### config.mk
export PLATFORM = sky130hd
export DESIGN_NAME = tcm_timer
export DESIGN_NICKNAME = d
export VERILOG_FILES = /design/src/hdl/tcm_pkg.sv /design/src/hdl/tcm_chan.sv /design/src/hdl/tcm_prescale.sv /design/src/hdl/tcm_timer.sv
export VERILOG_INCLUDE_DIRS = /design/src /design/src/hdl
export SDC_FILE = /design/constraint.sdc
export NUM_CORES = 1
export LEC_CHECK = 0
export BUFFER_PORTS_ARGS = -buffer_cell sky130_fd_sc_hd__buf_2
export CORE_MARGIN = 2
export CORE_UTILIZATION = 25
export CTS_CLUSTER_DIAMETER = 50
export DETAILED_ROUTE_END_ITERATION = 10
export MAX_ROUTING_LAYER = met4
export PLACE_DENSITY = 0.4
export SYNTH_ARGS = -nofsm -noshare
export SYNTH_HDL_FRONTEND = slang
export SYNTH_SLANG_ARGS = --single-unit
### constraint.sdc
create_clock -name mclk -period 6.9 [get_ports mclk]
set_input_delay 0.69 -clock mclk [delete_from_list [all_inputs] [get_ports mclk]]
set_output_delay 0.69 -clock mclk [all_outputs]
set_load 0.01 [all_outputs]
### src/hdl/tcm_cfg.svh
// Constants of the 16-bit timer with compare outputs: offsets, fields, codes.
// Assumes a plain register port with word addresses and 16-bit data.
// How it works
// - action bits steer state and pin source
// - reset clears every compare output state
// - nonzero action puts state on pin
// - state settable while pin driver off
// - action bits never touch capture
// - action zero leaves state unchanged
// - new action applies from next match
// - force strobe applies action at once
// - counting follows mode select only
// - non-PWM action sets, clears or toggles
// - mode 0 counts up, wraps freely
// - overflow flag set as counter wraps from max
// - overflow flag cleared when serviced
// - counter writable any time in normal
// - clear on match A or capture top
// - top match sets A or capture flag
// - top unbuffered, low top wraps first
// - toggle on match gives half-period wave
// - timer clock divided by 1..1024
// - overflow set passing max to zero
// - match sets compare flag on tick
// - force sets no flag, keeps counter
// - counter write blocks next tick's matches
// - flags clear on service or one written
`ifndef TCM_CFG_SVH
`define TCM_CFG_SVH

// ********************************************************************
// Register word addresses
// ********************************************************************
`define TCM_ADDR_W 3
`define TCM_REG_CTRL 3'h0
`define TCM_REG_COUNT 3'h1
`define TCM_REG_CMPA 3'h2
`define TCM_REG_CMPB 3'h3
`define TCM_REG_CAPT 3'h4
`define TCM_REG_FLAGS 3'h5
`define TCM_REG_PORT 3'h6
`define TCM_REG_STATUS 3'h7

// ********************************************************************
// Fields of the control word
// ********************************************************************
`define TCM_CTRL_MODE_LSB 0
`define TCM_CTRL_ACTA_LSB 4
`define TCM_CTRL_ACTB_LSB 6
`define TCM_CTRL_PSEL_LSB 8
`define TCM_CTRL_FORCEA_BIT 14
`define TCM_CTRL_FORCEB_BIT 15

// Flag bits
`define TCM_FLAG_OVF_BIT 0
`define TCM_FLAG_CMPA_BIT 1
`define TCM_FLAG_CMPB_BIT 2
`define TCM_FLAG_CAPT_BIT 3

// ********************************************************************
// Codes and values
// ********************************************************************
`define TCM_MODE_NORMAL 4'h0
`define TCM_MODE_CTC_CMPA 4'h4
`define TCM_MODE_CTC_CAPT 4'hC
`define TCM_MODE_RESERVED 4'hD
`define TCM_ACT_NONE 2'h0
`define TCM_ACT_TOGGLE 2'h1
`define TCM_ACT_CLEAR 2'h2
`define TCM_ACT_SET 2'h3
`define TCM_COUNT_MAX 16'hFFFF
`define TCM_COUNT_BOTTOM 16'h0000
`define TCM_RESET_WORD 16'h0000
`define TCM_DIV_1 11'h001
`define TCM_DIV_8 11'h008
`define TCM_DIV_64 11'h040
`define TCM_DIV_256 11'h100
`define TCM_DIV_1024 11'h400

`endif

### src/hdl/tcm_pkg.sv
// Types and helpers shared by the timer core and its sub-blocks.
// Assumes tcm_cfg.svh is on the include path.
`include "tcm_cfg.svh"

package tcm_pkg;

    typedef logic [1:0] tcm_act_t;
    typedef logic [3:0] tcm_mode_t;

    // ****************************************************************
    // State records
    // ****************************************************************
    typedef struct packed {
        logic [15:0] count;
        logic [15:0] cmpa;
        logic [15:0] cmpb;
        logic [15:0] capt;
        tcm_mode_t mode;
        tcm_act_t act_a;
        tcm_act_t act_b;
        logic [2:0] psel;
        logic tov;
        logic ocfa;
        logic ocfb;
        logic icf;
        logic block;
        logic force_a;
        logic force_b;
        logic [1:0] port_data;
        logic [1:0] port_dir;
        logic [2:0] cap_sync;
        logic [15:0] rdata;
    } tcm_core_s;

    typedef struct packed {
        logic state;
        logic pin_out;
        logic pin_oe;
    } tcm_chan_s;

    typedef struct packed {
        logic [10:0] cnt;
        logic tick;
    } tcm_pre_s;

    // Division factor of a prescaler code; zero means stopped
    function automatic logic [10:0] tcm_div(input logic [2:0] sel);
        case (sel)
            3'h1: tcm_div = `TCM_DIV_1;
            3'h2: tcm_div = `TCM_DIV_8;
            3'h3: tcm_div = `TCM_DIV_64;
            3'h4: tcm_div = `TCM_DIV_256;
            3'h5: tcm_div = `TCM_DIV_1024;
            default: tcm_div = 11'h000;
        endcase
    endfunction : tcm_div

    // Modes where the force strobe applies; set/clear/toggle actions apply in every mode
    function automatic logic tcm_non_pwm(input tcm_mode_t m);
        tcm_non_pwm = (m == `TCM_MODE_NORMAL) || (m == `TCM_MODE_CTC_CMPA) ||
            (m == `TCM_MODE_CTC_CAPT) || (m == `TCM_MODE_RESERVED);
    endfunction : tcm_non_pwm

endpackage : tcm_pkg

### src/hdl/tcm_chan.sv
// One compare output channel: the state flop and the pin override.
// Assumes match and force are one-cycle pulses on mclk.
`timescale 1ns/100ps
`default_nettype none
`include "tcm_cfg.svh"

module tcm_chan (
    // Clock and reset
    input wire logic mclk,
    input wire logic rst,
    // Control
    input wire tcm_pkg::tcm_act_t act,
    input wire logic match,
    input wire logic force_cmp,
    // Ordinary port bit
    input wire logic port_data,
    input wire logic port_dir,
    // Outputs
    output logic state,
    output logic pin_out,
    output logic pin_oe
);
    import tcm_pkg::*;

    tcm_chan_s q;
    tcm_chan_s d;

    always_comb begin
        d = q;
        // Force acts exactly like a match on the state only
        if (match || force_cmp) begin
            case (act)
                `TCM_ACT_TOGGLE: d.state = ~q.state;
                `TCM_ACT_CLEAR: d.state = 1'b0;
                `TCM_ACT_SET: d.state = 1'b1;
                default: d.state = q.state;
            endcase
        end
        // Override the port value, never the direction
        d.pin_out = (act != `TCM_ACT_NONE) ? d.state : port_data;
        d.pin_oe = port_dir;
    end

    always_ff @(posedge mclk or posedge rst) begin
        if (rst) begin
            q <= '0;
        end else begin
            q <= d;
        end
    end

    assign state = q.state;
    assign pin_out = q.pin_out;
    assign pin_oe = q.pin_oe;

endmodule : tcm_chan

`default_nettype wire

### src/hdl/tcm_prescale.sv
// Timer clock generator: one-cycle tick every N system clocks.
// Assumes the select code comes from a register on the same clock.
`timescale 1ns/100ps
`default_nettype none

module tcm_prescale (
    // Clock and reset
    input wire logic mclk,
    input wire logic rst,
    // Divider select
    input wire logic [2:0] psel,
    // Timer tick
    output logic tick
);
    import tcm_pkg::*;

    tcm_pre_s q;
    tcm_pre_s d;
    logic [10:0] div;

    always_comb begin
        d = q;
        div = tcm_div(psel);
        d.tick = 1'b0;
        if (div == 11'h000) begin
            // Stopped: restart cleanly when a divider is chosen again
            d.cnt = 11'h000;
        end else if (q.cnt + 11'h001 >= div) begin
            d.cnt = 11'h000;
            d.tick = 1'b1;
        end else begin
            d.cnt = q.cnt + 11'h001;
        end
    end

    always_ff @(posedge mclk or posedge rst) begin
        if (rst) begin
            q <= '0;
        end else begin
            q <= d;
        end
    end

    assign tick = q.tick;

endmodule : tcm_prescale

`default_nettype wire

### src/hdl/tcm_timer.sv
// Top of the 16-bit timer: counter, compare, capture, flags, registers.
// Assumes a plain register port on mclk and an asynchronous capture pin.
`timescale 1ns/100ps
`default_nettype none
`include "tcm_cfg.svh"

module tcm_timer (
    // Clock and reset
    input wire logic mclk,
    input wire logic rst,
    // Register port
    input wire logic [`TCM_ADDR_W-1:0] addr,
    input wire logic [15:0] wdata,
    input wire logic wr,
    input wire logic rd,
    output logic [15:0] rdata,
    // Service acknowledges from the vector logic
    input wire logic ovf_ack,
    input wire logic cmpa_ack,
    input wire logic cmpb_ack,
    input wire logic capt_ack,
    // Flag levels
    output logic overflow_flag,
    output logic compare_flag_a,
    output logic compare_flag_b,
    output logic capture_event_flag,
    // Capture pin
    input wire logic capture_pin,
    // Compare pins
    output logic pin_a_out,
    output logic pin_a_oe,
    output logic pin_b_out,
    output logic pin_b_oe
);
    import tcm_pkg::*;

    tcm_core_s q;
    tcm_core_s d;
    logic tick;
    logic state_a;
    logic state_b;
    logic hit_a;
    logic hit_b;
    logic hit_c;
    logic ctc_a;
    logic ctc_c;
    logic top_hit;
    logic cap_edge;
    logic wr_ctrl;
    logic wr_flags;

    // ****************************************************************
    // Timer clock
    // ****************************************************************
    tcm_prescale u_pre (
        .mclk(mclk),
        .rst(rst),
        .psel(q.psel),
        .tick(tick)
    );

    // ****************************************************************
    // Match detection
    // ****************************************************************
    always_comb begin
        ctc_a = (q.mode == `TCM_MODE_CTC_CMPA);
        ctc_c = (q.mode == `TCM_MODE_CTC_CAPT);
        // Matches only on a tick that no counter write has blocked
        hit_a = tick && !q.block && (q.count == q.cmpa);
        hit_b = tick && !q.block && (q.count == q.cmpb);
        hit_c = tick && !q.block && (q.count == q.capt);
        // Top is compared live, so a top below the count is passed by
        top_hit = (ctc_a && hit_a) || (ctc_c && hit_c);
        // Second and third sync stages agree on a rising change
        cap_edge = q.cap_sync[1] && !q.cap_sync[2];
        wr_ctrl = wr && (addr == `TCM_REG_CTRL);
        wr_flags = wr && (addr == `TCM_REG_FLAGS);
    end

    // ****************************************************************
    // Next state
    // ****************************************************************
    always_comb begin
        d = q;
        d.cap_sync = {q.cap_sync[1:0], capture_pin};
        d.force_a = 1'b0;
        d.force_b = 1'b0;

        // Counter; the sequence looks at the mode only
        if (wr && (addr == `TCM_REG_COUNT)) begin
            d.count = wdata;
            d.block = 1'b1;
        end else if (tick) begin
            d.block = 1'b0;
            if (top_hit) begin
                d.count = `TCM_COUNT_BOTTOM;
            end else begin
                d.count = q.count + 16'h0001;
            end
        end

        // Writable registers
        if (wr_ctrl) begin
            d.mode = wdata[`TCM_CTRL_MODE_LSB +: 4];
            d.act_a = wdata[`TCM_CTRL_ACTA_LSB +: 2];
            d.act_b = wdata[`TCM_CTRL_ACTB_LSB +: 2];
            d.psel = wdata[`TCM_CTRL_PSEL_LSB +: 3];
            // Strobe judged against the mode being written
            d.force_a = wdata[`TCM_CTRL_FORCEA_BIT] &&
                tcm_non_pwm(wdata[`TCM_CTRL_MODE_LSB +: 4]);
            d.force_b = wdata[`TCM_CTRL_FORCEB_BIT] &&
                tcm_non_pwm(wdata[`TCM_CTRL_MODE_LSB +: 4]);
        end
        if (wr && (addr == `TCM_REG_CMPA)) begin
            d.cmpa = wdata;
        end
        if (wr && (addr == `TCM_REG_CMPB)) begin
            d.cmpb = wdata;
        end
        if (wr && (addr == `TCM_REG_CAPT)) begin
            d.capt = wdata;
        end
        if (wr && (addr == `TCM_REG_PORT)) begin
            d.port_data = wdata[1:0];
            d.port_dir = wdata[9:8];
        end

        // Capture unit: ignores action bits, idle while it holds top
        if (cap_edge && !ctc_c) begin
            d.capt = q.count;
        end

        // Flags: clears first, sets last so a set wins
        if (wr_flags && wdata[`TCM_FLAG_OVF_BIT]) begin
            d.tov = 1'b0;
        end
        if (ovf_ack) begin
            d.tov = 1'b0;
        end
        if ((wr_flags && wdata[`TCM_FLAG_CMPA_BIT]) || cmpa_ack) begin
            d.ocfa = 1'b0;
        end
        if ((wr_flags && wdata[`TCM_FLAG_CMPB_BIT]) || cmpb_ack) begin
            d.ocfb = 1'b0;
        end
        if ((wr_flags && wdata[`TCM_FLAG_CAPT_BIT]) || capt_ack) begin
            d.icf = 1'b0;
        end
        // Counter write has priority, so no overflow on that cycle
        if (tick && !(wr && (addr == `TCM_REG_COUNT)) && (q.count == `TCM_COUNT_MAX)) begin
            d.tov = 1'b1;
        end
        if (hit_a) begin
            d.ocfa = 1'b1;
        end
        if (hit_b) begin
            d.ocfb = 1'b1;
        end
        if ((ctc_c && hit_c) || (cap_edge && !ctc_c)) begin
            d.icf = 1'b1;
        end

        // Read data, valid only in the cycle after the strobe
        d.rdata = `TCM_RESET_WORD;
        if (rd) begin
            case (addr)
                `TCM_REG_CTRL: d.rdata = {5'h00, q.psel, q.act_b, q.act_a, q.mode};
                `TCM_REG_COUNT: d.rdata = q.count;
                `TCM_REG_CMPA: d.rdata = q.cmpa;
                `TCM_REG_CMPB: d.rdata = q.cmpb;
                `TCM_REG_CAPT: d.rdata = q.capt;
                `TCM_REG_FLAGS: d.rdata = {12'h000, q.icf, q.ocfb, q.ocfa, q.tov};
                `TCM_REG_PORT: d.rdata = {6'h00, q.port_dir, 6'h00, q.port_data};
                `TCM_REG_STATUS: d.rdata = {13'h0000, q.block, state_b, state_a};
                default: d.rdata = `TCM_RESET_WORD;
            endcase
        end
    end

    always_ff @(posedge mclk or posedge rst) begin
        if (rst) begin
            q <= '0;
        end else begin
            q <= d;
        end
    end

    // ****************************************************************
    // Compare output channels
    // ****************************************************************
    tcm_chan u_chan_a (
        .mclk(mclk),
        .rst(rst),
        .act(q.act_a),
        .match(hit_a),
        .force_cmp(q.force_a),
        .port_data(q.port_data[0]),
        .port_dir(q.port_dir[0]),
        .state(state_a),
        .pin_out(pin_a_out),
        .pin_oe(pin_a_oe)
    );

    tcm_chan u_chan_b (
        .mclk(mclk),
        .rst(rst),
        .act(q.act_b),
        .match(hit_b),
        .force_cmp(q.force_b),
        .port_data(q.port_data[1]),
        .port_dir(q.port_dir[1]),
        .state(state_b),
        .pin_out(pin_b_out),
        .pin_oe(pin_b_oe)
    );

    // ****************************************************************
    // Outputs
    // ****************************************************************
    assign rdata = q.rdata;
    assign overflow_flag = q.tov;
    assign compare_flag_a = q.ocfa;
    assign compare_flag_b = q.ocfb;
    assign capture_event_flag = q.icf;

endmodule : tcm_timer

`default_nettype wire

---- Word level (Yosys, flattened, before mapping) ----
Cells that the tools add are included.
storage, ports and cells
  bits in registers ....................... 123
  input port bits ......................... 28
  output and inout port bits .............. 24
  word-level logic and storage cells ...... 137
cells by class
  add/sub/neg operators ................... 2
  order comparisons ....................... 1
  eq/ne operators ......................... 27
  muxes and demuxes ....................... 30
  bitwise logic cells ..................... 2
  reductions and logical operators ........ 48
operators with widths
  operator                                             count
  case mux 16 bit (8 select lines)                     1
  2-to-1 mux 16 bit                                    6
  case mux 11 bit (5 select lines)                     1
  equality test 16 bit                                 3
  logical AND 1 bit                                    23
  2-to-1 mux 11 bit                                    2
  equality test 3 bit, second input constant           6
  2-to-1 mux 1 bit                                     17
  adder 16 x 1 -> 16 bit, second input constant        1
  equality test 16 bit, second input constant          1
  nonzero test 2 bit                                   7
  equality test 3 x 2 -> 1 bit, second input constant  4
  equality test 4 bit, second input constant           3
  adder 11 x 1 -> 11 bit, second input constant        1
  >= comparator 11 bit                                 1
  zero test 11 bit                                     1
  logical OR 1 bit                                     10
  equality test 2 bit, second input constant           4
  equality test 4 x 3 -> 1 bit, second input constant  2
  equality test 3 x 1 -> 1 bit, second input constant  2
  case mux 1 bit (3 select lines)                      2
  equality test 2 x 1 -> 1 bit, second input constant  2
  zero test 1 bit                                      4
  zero test 4 bit                                      1
  other kinds (4)                                      5

---- Longest topological paths before layout ----
  depth after elaboration ................. 8
  gate-level depth with buffers ........... 12
  mapped depth without buffers ............ 12

---- By module ----
A second synthesis with hierarchy kept.
unflattened totals
  cells, all modules ...................... 703
  area, all modules ....................... 7,049.3 um^2
by module, submodules not included
  module        times used  cells each  area an instance (um^2)  sequential area each (um^2)
  tcm_timer     1           592         5,941.9                  2,627.5
  tcm_prescale  1           85          829.5                    300.3
  tcm_chan      2           13          138.9                    75.1

---- Worst setup path before layout ----
No wires, ideal clock.
  kind .................................... reg-to-reg
  start point ............................. register u_pre.q[1] (netlist bit)
  end point ............................... register u_pre.q[5] (netlist bit)
  data arrival time ....................... 2.428 ns
  setup slack ............................. 4.401 ns
  stages on the path, launching flop included .. 11
  buffers on the path ..................... 0
  period minus slack after synthesis ...... 2.499 ns
  cells stage by stage .................... dfrtp_1 > ha_1 > nand3_1 > nor4_1 > xor2_1 > ha_1 > or2_2 > a221oi_2 > o311a_4 > nand2_4 > nor2_1
RTL lines
  element                 RTL line            text
  from (decl)             tcm_prescale.sv:17  tcm_pre_s q;
  from (signal assigned)  tcm_prescale.sv:38  q <= '0;
  from (signal assigned)  tcm_prescale.sv:40  q <= d;

---- Final worst setup path ----
  start point ............................. input addr[0]
  end point ............................... register q, in the netlist capture_event_flag
on the way
  longest elaborated chain between the ends .. 5
ends and longest elaborated chain
  element                              RTL line          text
  from (decl)                          tcm_timer.sv:12   input wire logic [`TCM_ADDR_W-1:0] addr,
  equality test 3 bit                  --
  logical AND 1 bit                    tcm_timer.sv:77   wr_flags = wr && (addr == `TCM_REG_FLAGS);
  logical AND 1 bit                    tcm_timer.sv:146  if ((wr_flags && wdata[`TCM_FLAG_CAPT_BIT]) || capt_ack) begin
  logical OR 1 bit                     tcm_timer.sv:146
  nonzero test 2 bit (no source line)  --
  to (signal assigned)                 tcm_timer.sv:182  q <= '0;
  to (signal assigned)                 tcm_timer.sv:184  q <= d;
  to (decl)                            tcm_timer.sv:37   tcm_core_s q;
No other way between the ends.
A chain may end at the register's enable or synchronous reset.

==> run summary <==
H-tree levels: 4
Asr flop ratio synth: 100.0%
Crit. End Element: flop
Synthesized net count: 749
Final TNS setup: 0 ns
Setup Skew: 0.01422 ns
Final hold violation count: 0
Clk sinks: 123
Post-Route WL: 23200 um
Worst-Margin Slew: 1.095 ns
Top-area cell type share of the netlist area: 43.66%
Reg2Reg Depth: 10
Chip Width: 171.9 um
Max Cap Viol: 0
Core ar.: 27780 sq um
Final Power: 0.002912 W
Slew Limit Headroom: 26.35%
CTS root buffer: clkbuf_16
Synth warnings: 0
Synth Cell Area: 7051 sq um
Switching part of the total power: 37.63%
Post-synth cell types: 65
Most instantiated cells after synthesis: dfrtp_1, o21ai_0, mux2_2, nand2_1, nor2_1
Buffers on Ports: 51
Area Growth Syn to Fin: 15.44%
Vias/cell: 4.714
Post-CTS Setup Bufs: 0
Drt pass-1 iters: 5
Leak pwr: 3.444 nW
F_max: 350.8 MHz
Top-count cell post-synth: dfrtp_1
Arrival @ worst endpoint: 3.16 ns
Starting Density: 25.38%
Row count: 61
I/O pins: 52
P_sw: 0.001096 W
Sequential-to-total area share from yosys stat: 43.66%
Peak VDD IR: 0.1594 mV
Post-synth EDFFs: 0
Startpoint Class: primary input
Mean post-synth cell area: 9.875 sq um
#FFs+latches synth: 123
Number of cells produced by synthesis: 714
Reg-to-reg slack, setup: 4.07 ns
Clock power share: 32.3%
Sequential power share: 39.2%
CTS tree: yes
DR iter-0 viols: 324
Req. time, crit path: 7.21 ns
Pint: 0.001816 W
Share of cells above drive strength 1: 21.59%
Vias in the first global route: 5541
FF/Latch Area: 3078 sq um
RSZ-0062 raised after global routing: no
Yosys top cell by area: dfrtp_1
Initial antenna violation count: 1
Worst-path clk slew: 0.06 ns
Die area: 29560 sq um
PD cells: 357.7 nW/um^2
Top FF cell, synth: dfrtp_1
Final Cycle Share: 41.31%
Hpwl dp: 16720 um
Pins Over Slew Limit: 0
Number of cells upsized or downsized after cts: 0
Routed len/inst: 20.66 um
Worst hold-check path type: primary input to async pin
Worst r2r src: u_pre.q[1]
R2r endpoint: u_pre.q[3]
Die H: 171.9 um
Post-route antenna net violation count: 0
Longest Clk Path Bufs: 2
GP Congestion: 0.8510
Total track usage: 17.19%
Combinational Power Share: 28.5%
Num CTS Buffers: 17
Max FO, Critical Path: 24
GRT overflow: 0
Vias: 5294
Status: completed
Number of fillers in the final layout: 3008
Nets: 763
Multi-input gate area: 3586 sq um
Kind of critical path: primary input to flop
# setup viols final: 0
Final critical-path required period: 2.851 ns
Hold_buf cts: 0
Worst-Skew Late Latency: 0.43 ns
Drc violations: 0
Synth top area cells: dfrtp_1, mux2_2, mux2i_1
Largest net degree at the start of global routing: 64
Global-route wire length before repair: 35960 um
==> cell type report <==
cell class | count | share of cell area, %
clock inverters | 14 | 2.121
diodes | 4 | 0.1230
inverters | 18 | 0.8916
flip-flops and latches | 123 | 37.82
clock buffers | 18 | 5.396
multi-input cells | 510 | 44.06
well taps | 378 | 5.811
repair buffers | 58 | 3.782
==> per-layer routing <==
layer | global-route usage [%] | vias to the layer above | wire (um)
met3 | 3.227 | 12 | 913
met4 | 3.763 | 0 | 204
met2 | 26.02 | 92 | 10680
li1 | - | 2550 | -
met5 | - | - | 0
met1 | 23.97 | 2640 | 11400
==> worst max path at each step <==
stage | startpoint | to | slack, ns | depth (start not counted)
2_1_floorplan | rst | capture_event_flag | 2.94 | 1
3_3_place_gp | addr[0] | capture_event_flag | 3.59 | 6
3_5_place_dp | addr[0] | capture_event_flag | 3.59 | 6
4_1_cts | addr[0] | capture_event_flag | 4.04 | 6
5_1_grt | u_pre.q[1] | u_pre.q[6] | 3.88 | 10
6_report | addr[0] | capture_event_flag | 4.05 | 6
==> per-stage QoR <==
step                cell area, sq um  hold slack, ns  setup WS (ns)  std cells  utilization (%)
CTS                             8129          0.3478          4.040       1119            29.26
detailed placement              7517          0.3394          3.592       1087            27.06
global route                    8132          0.3461          3.877       1120            29.27
global placement                7517          0.3411          3.586       1087            27.06
finish                          8139          0.3351          4.049       1123            29.30
floorplan                       7051          0.3312          2.939        714                -
==> cell families (layout without fill, tap and decap cells) <==
| family | count (synthesis) | in the layout | synth area share (%) |
|---|---|---|---|
| other | 0 | 4 | 0 |
| AND/OR/NAND/NOR | 218 | 218 | 16.81 |
| XOR/XNOR | 57 | 57 | 7.081 |
| multiplexers | 85 | 85 | 13.15 |
| flip-flops | 123 | 123 | 43.66 |
| AO/OA/AOI/OAI | 143 | 143 | 12.42 |
| buffers and inverters | 81 | 108 | 5.643 |
| adder cells (fa/ha/maj) | 7 | 7 | 1.242 |
==> flip-flops by register name, summed over array words and instances (netlist names), 2 cells and up <==
| signal | cells |
|---|---|
| u_pre.q | 11 |
| rdata | 16 |
| q | 83 |
| d | 2 |
==> placed cells by master (no fill, tap or decap), types with 17 or more instances in the layout <==
cell         n
nor2_1      47
a21oi_1     32
mux2i_1     33
o21ai_0     59
buf_2       51
mux2_2      51
dfrtp_1    123
xor2_1      30
nand2_1     51
xnor2_1     27
clkbuf_16   17
==> power by group through the flow <==
stage	Clock, W	Combinational, W	Sequential, W
after floorplan	0	0.000727	0.000969
after global placement	0	0.000827	0.00115
after detailed placement	0	0.000829	0.00115
after CTS	0.000959	0.000835	0.00114
after global routing	0.000994	0.000926	0.00117
final	0.000941	0.000830	0.00114
==> worst max-delay path: stages <==
cell and delay (ns):
buf_2 0.53, inv_2 0.30, nor4_1 0.98, buf_4 0.25
nand2_1 0.05, a311o_1 0.34
Note: power is estimated with default switching activity, not from simulation.
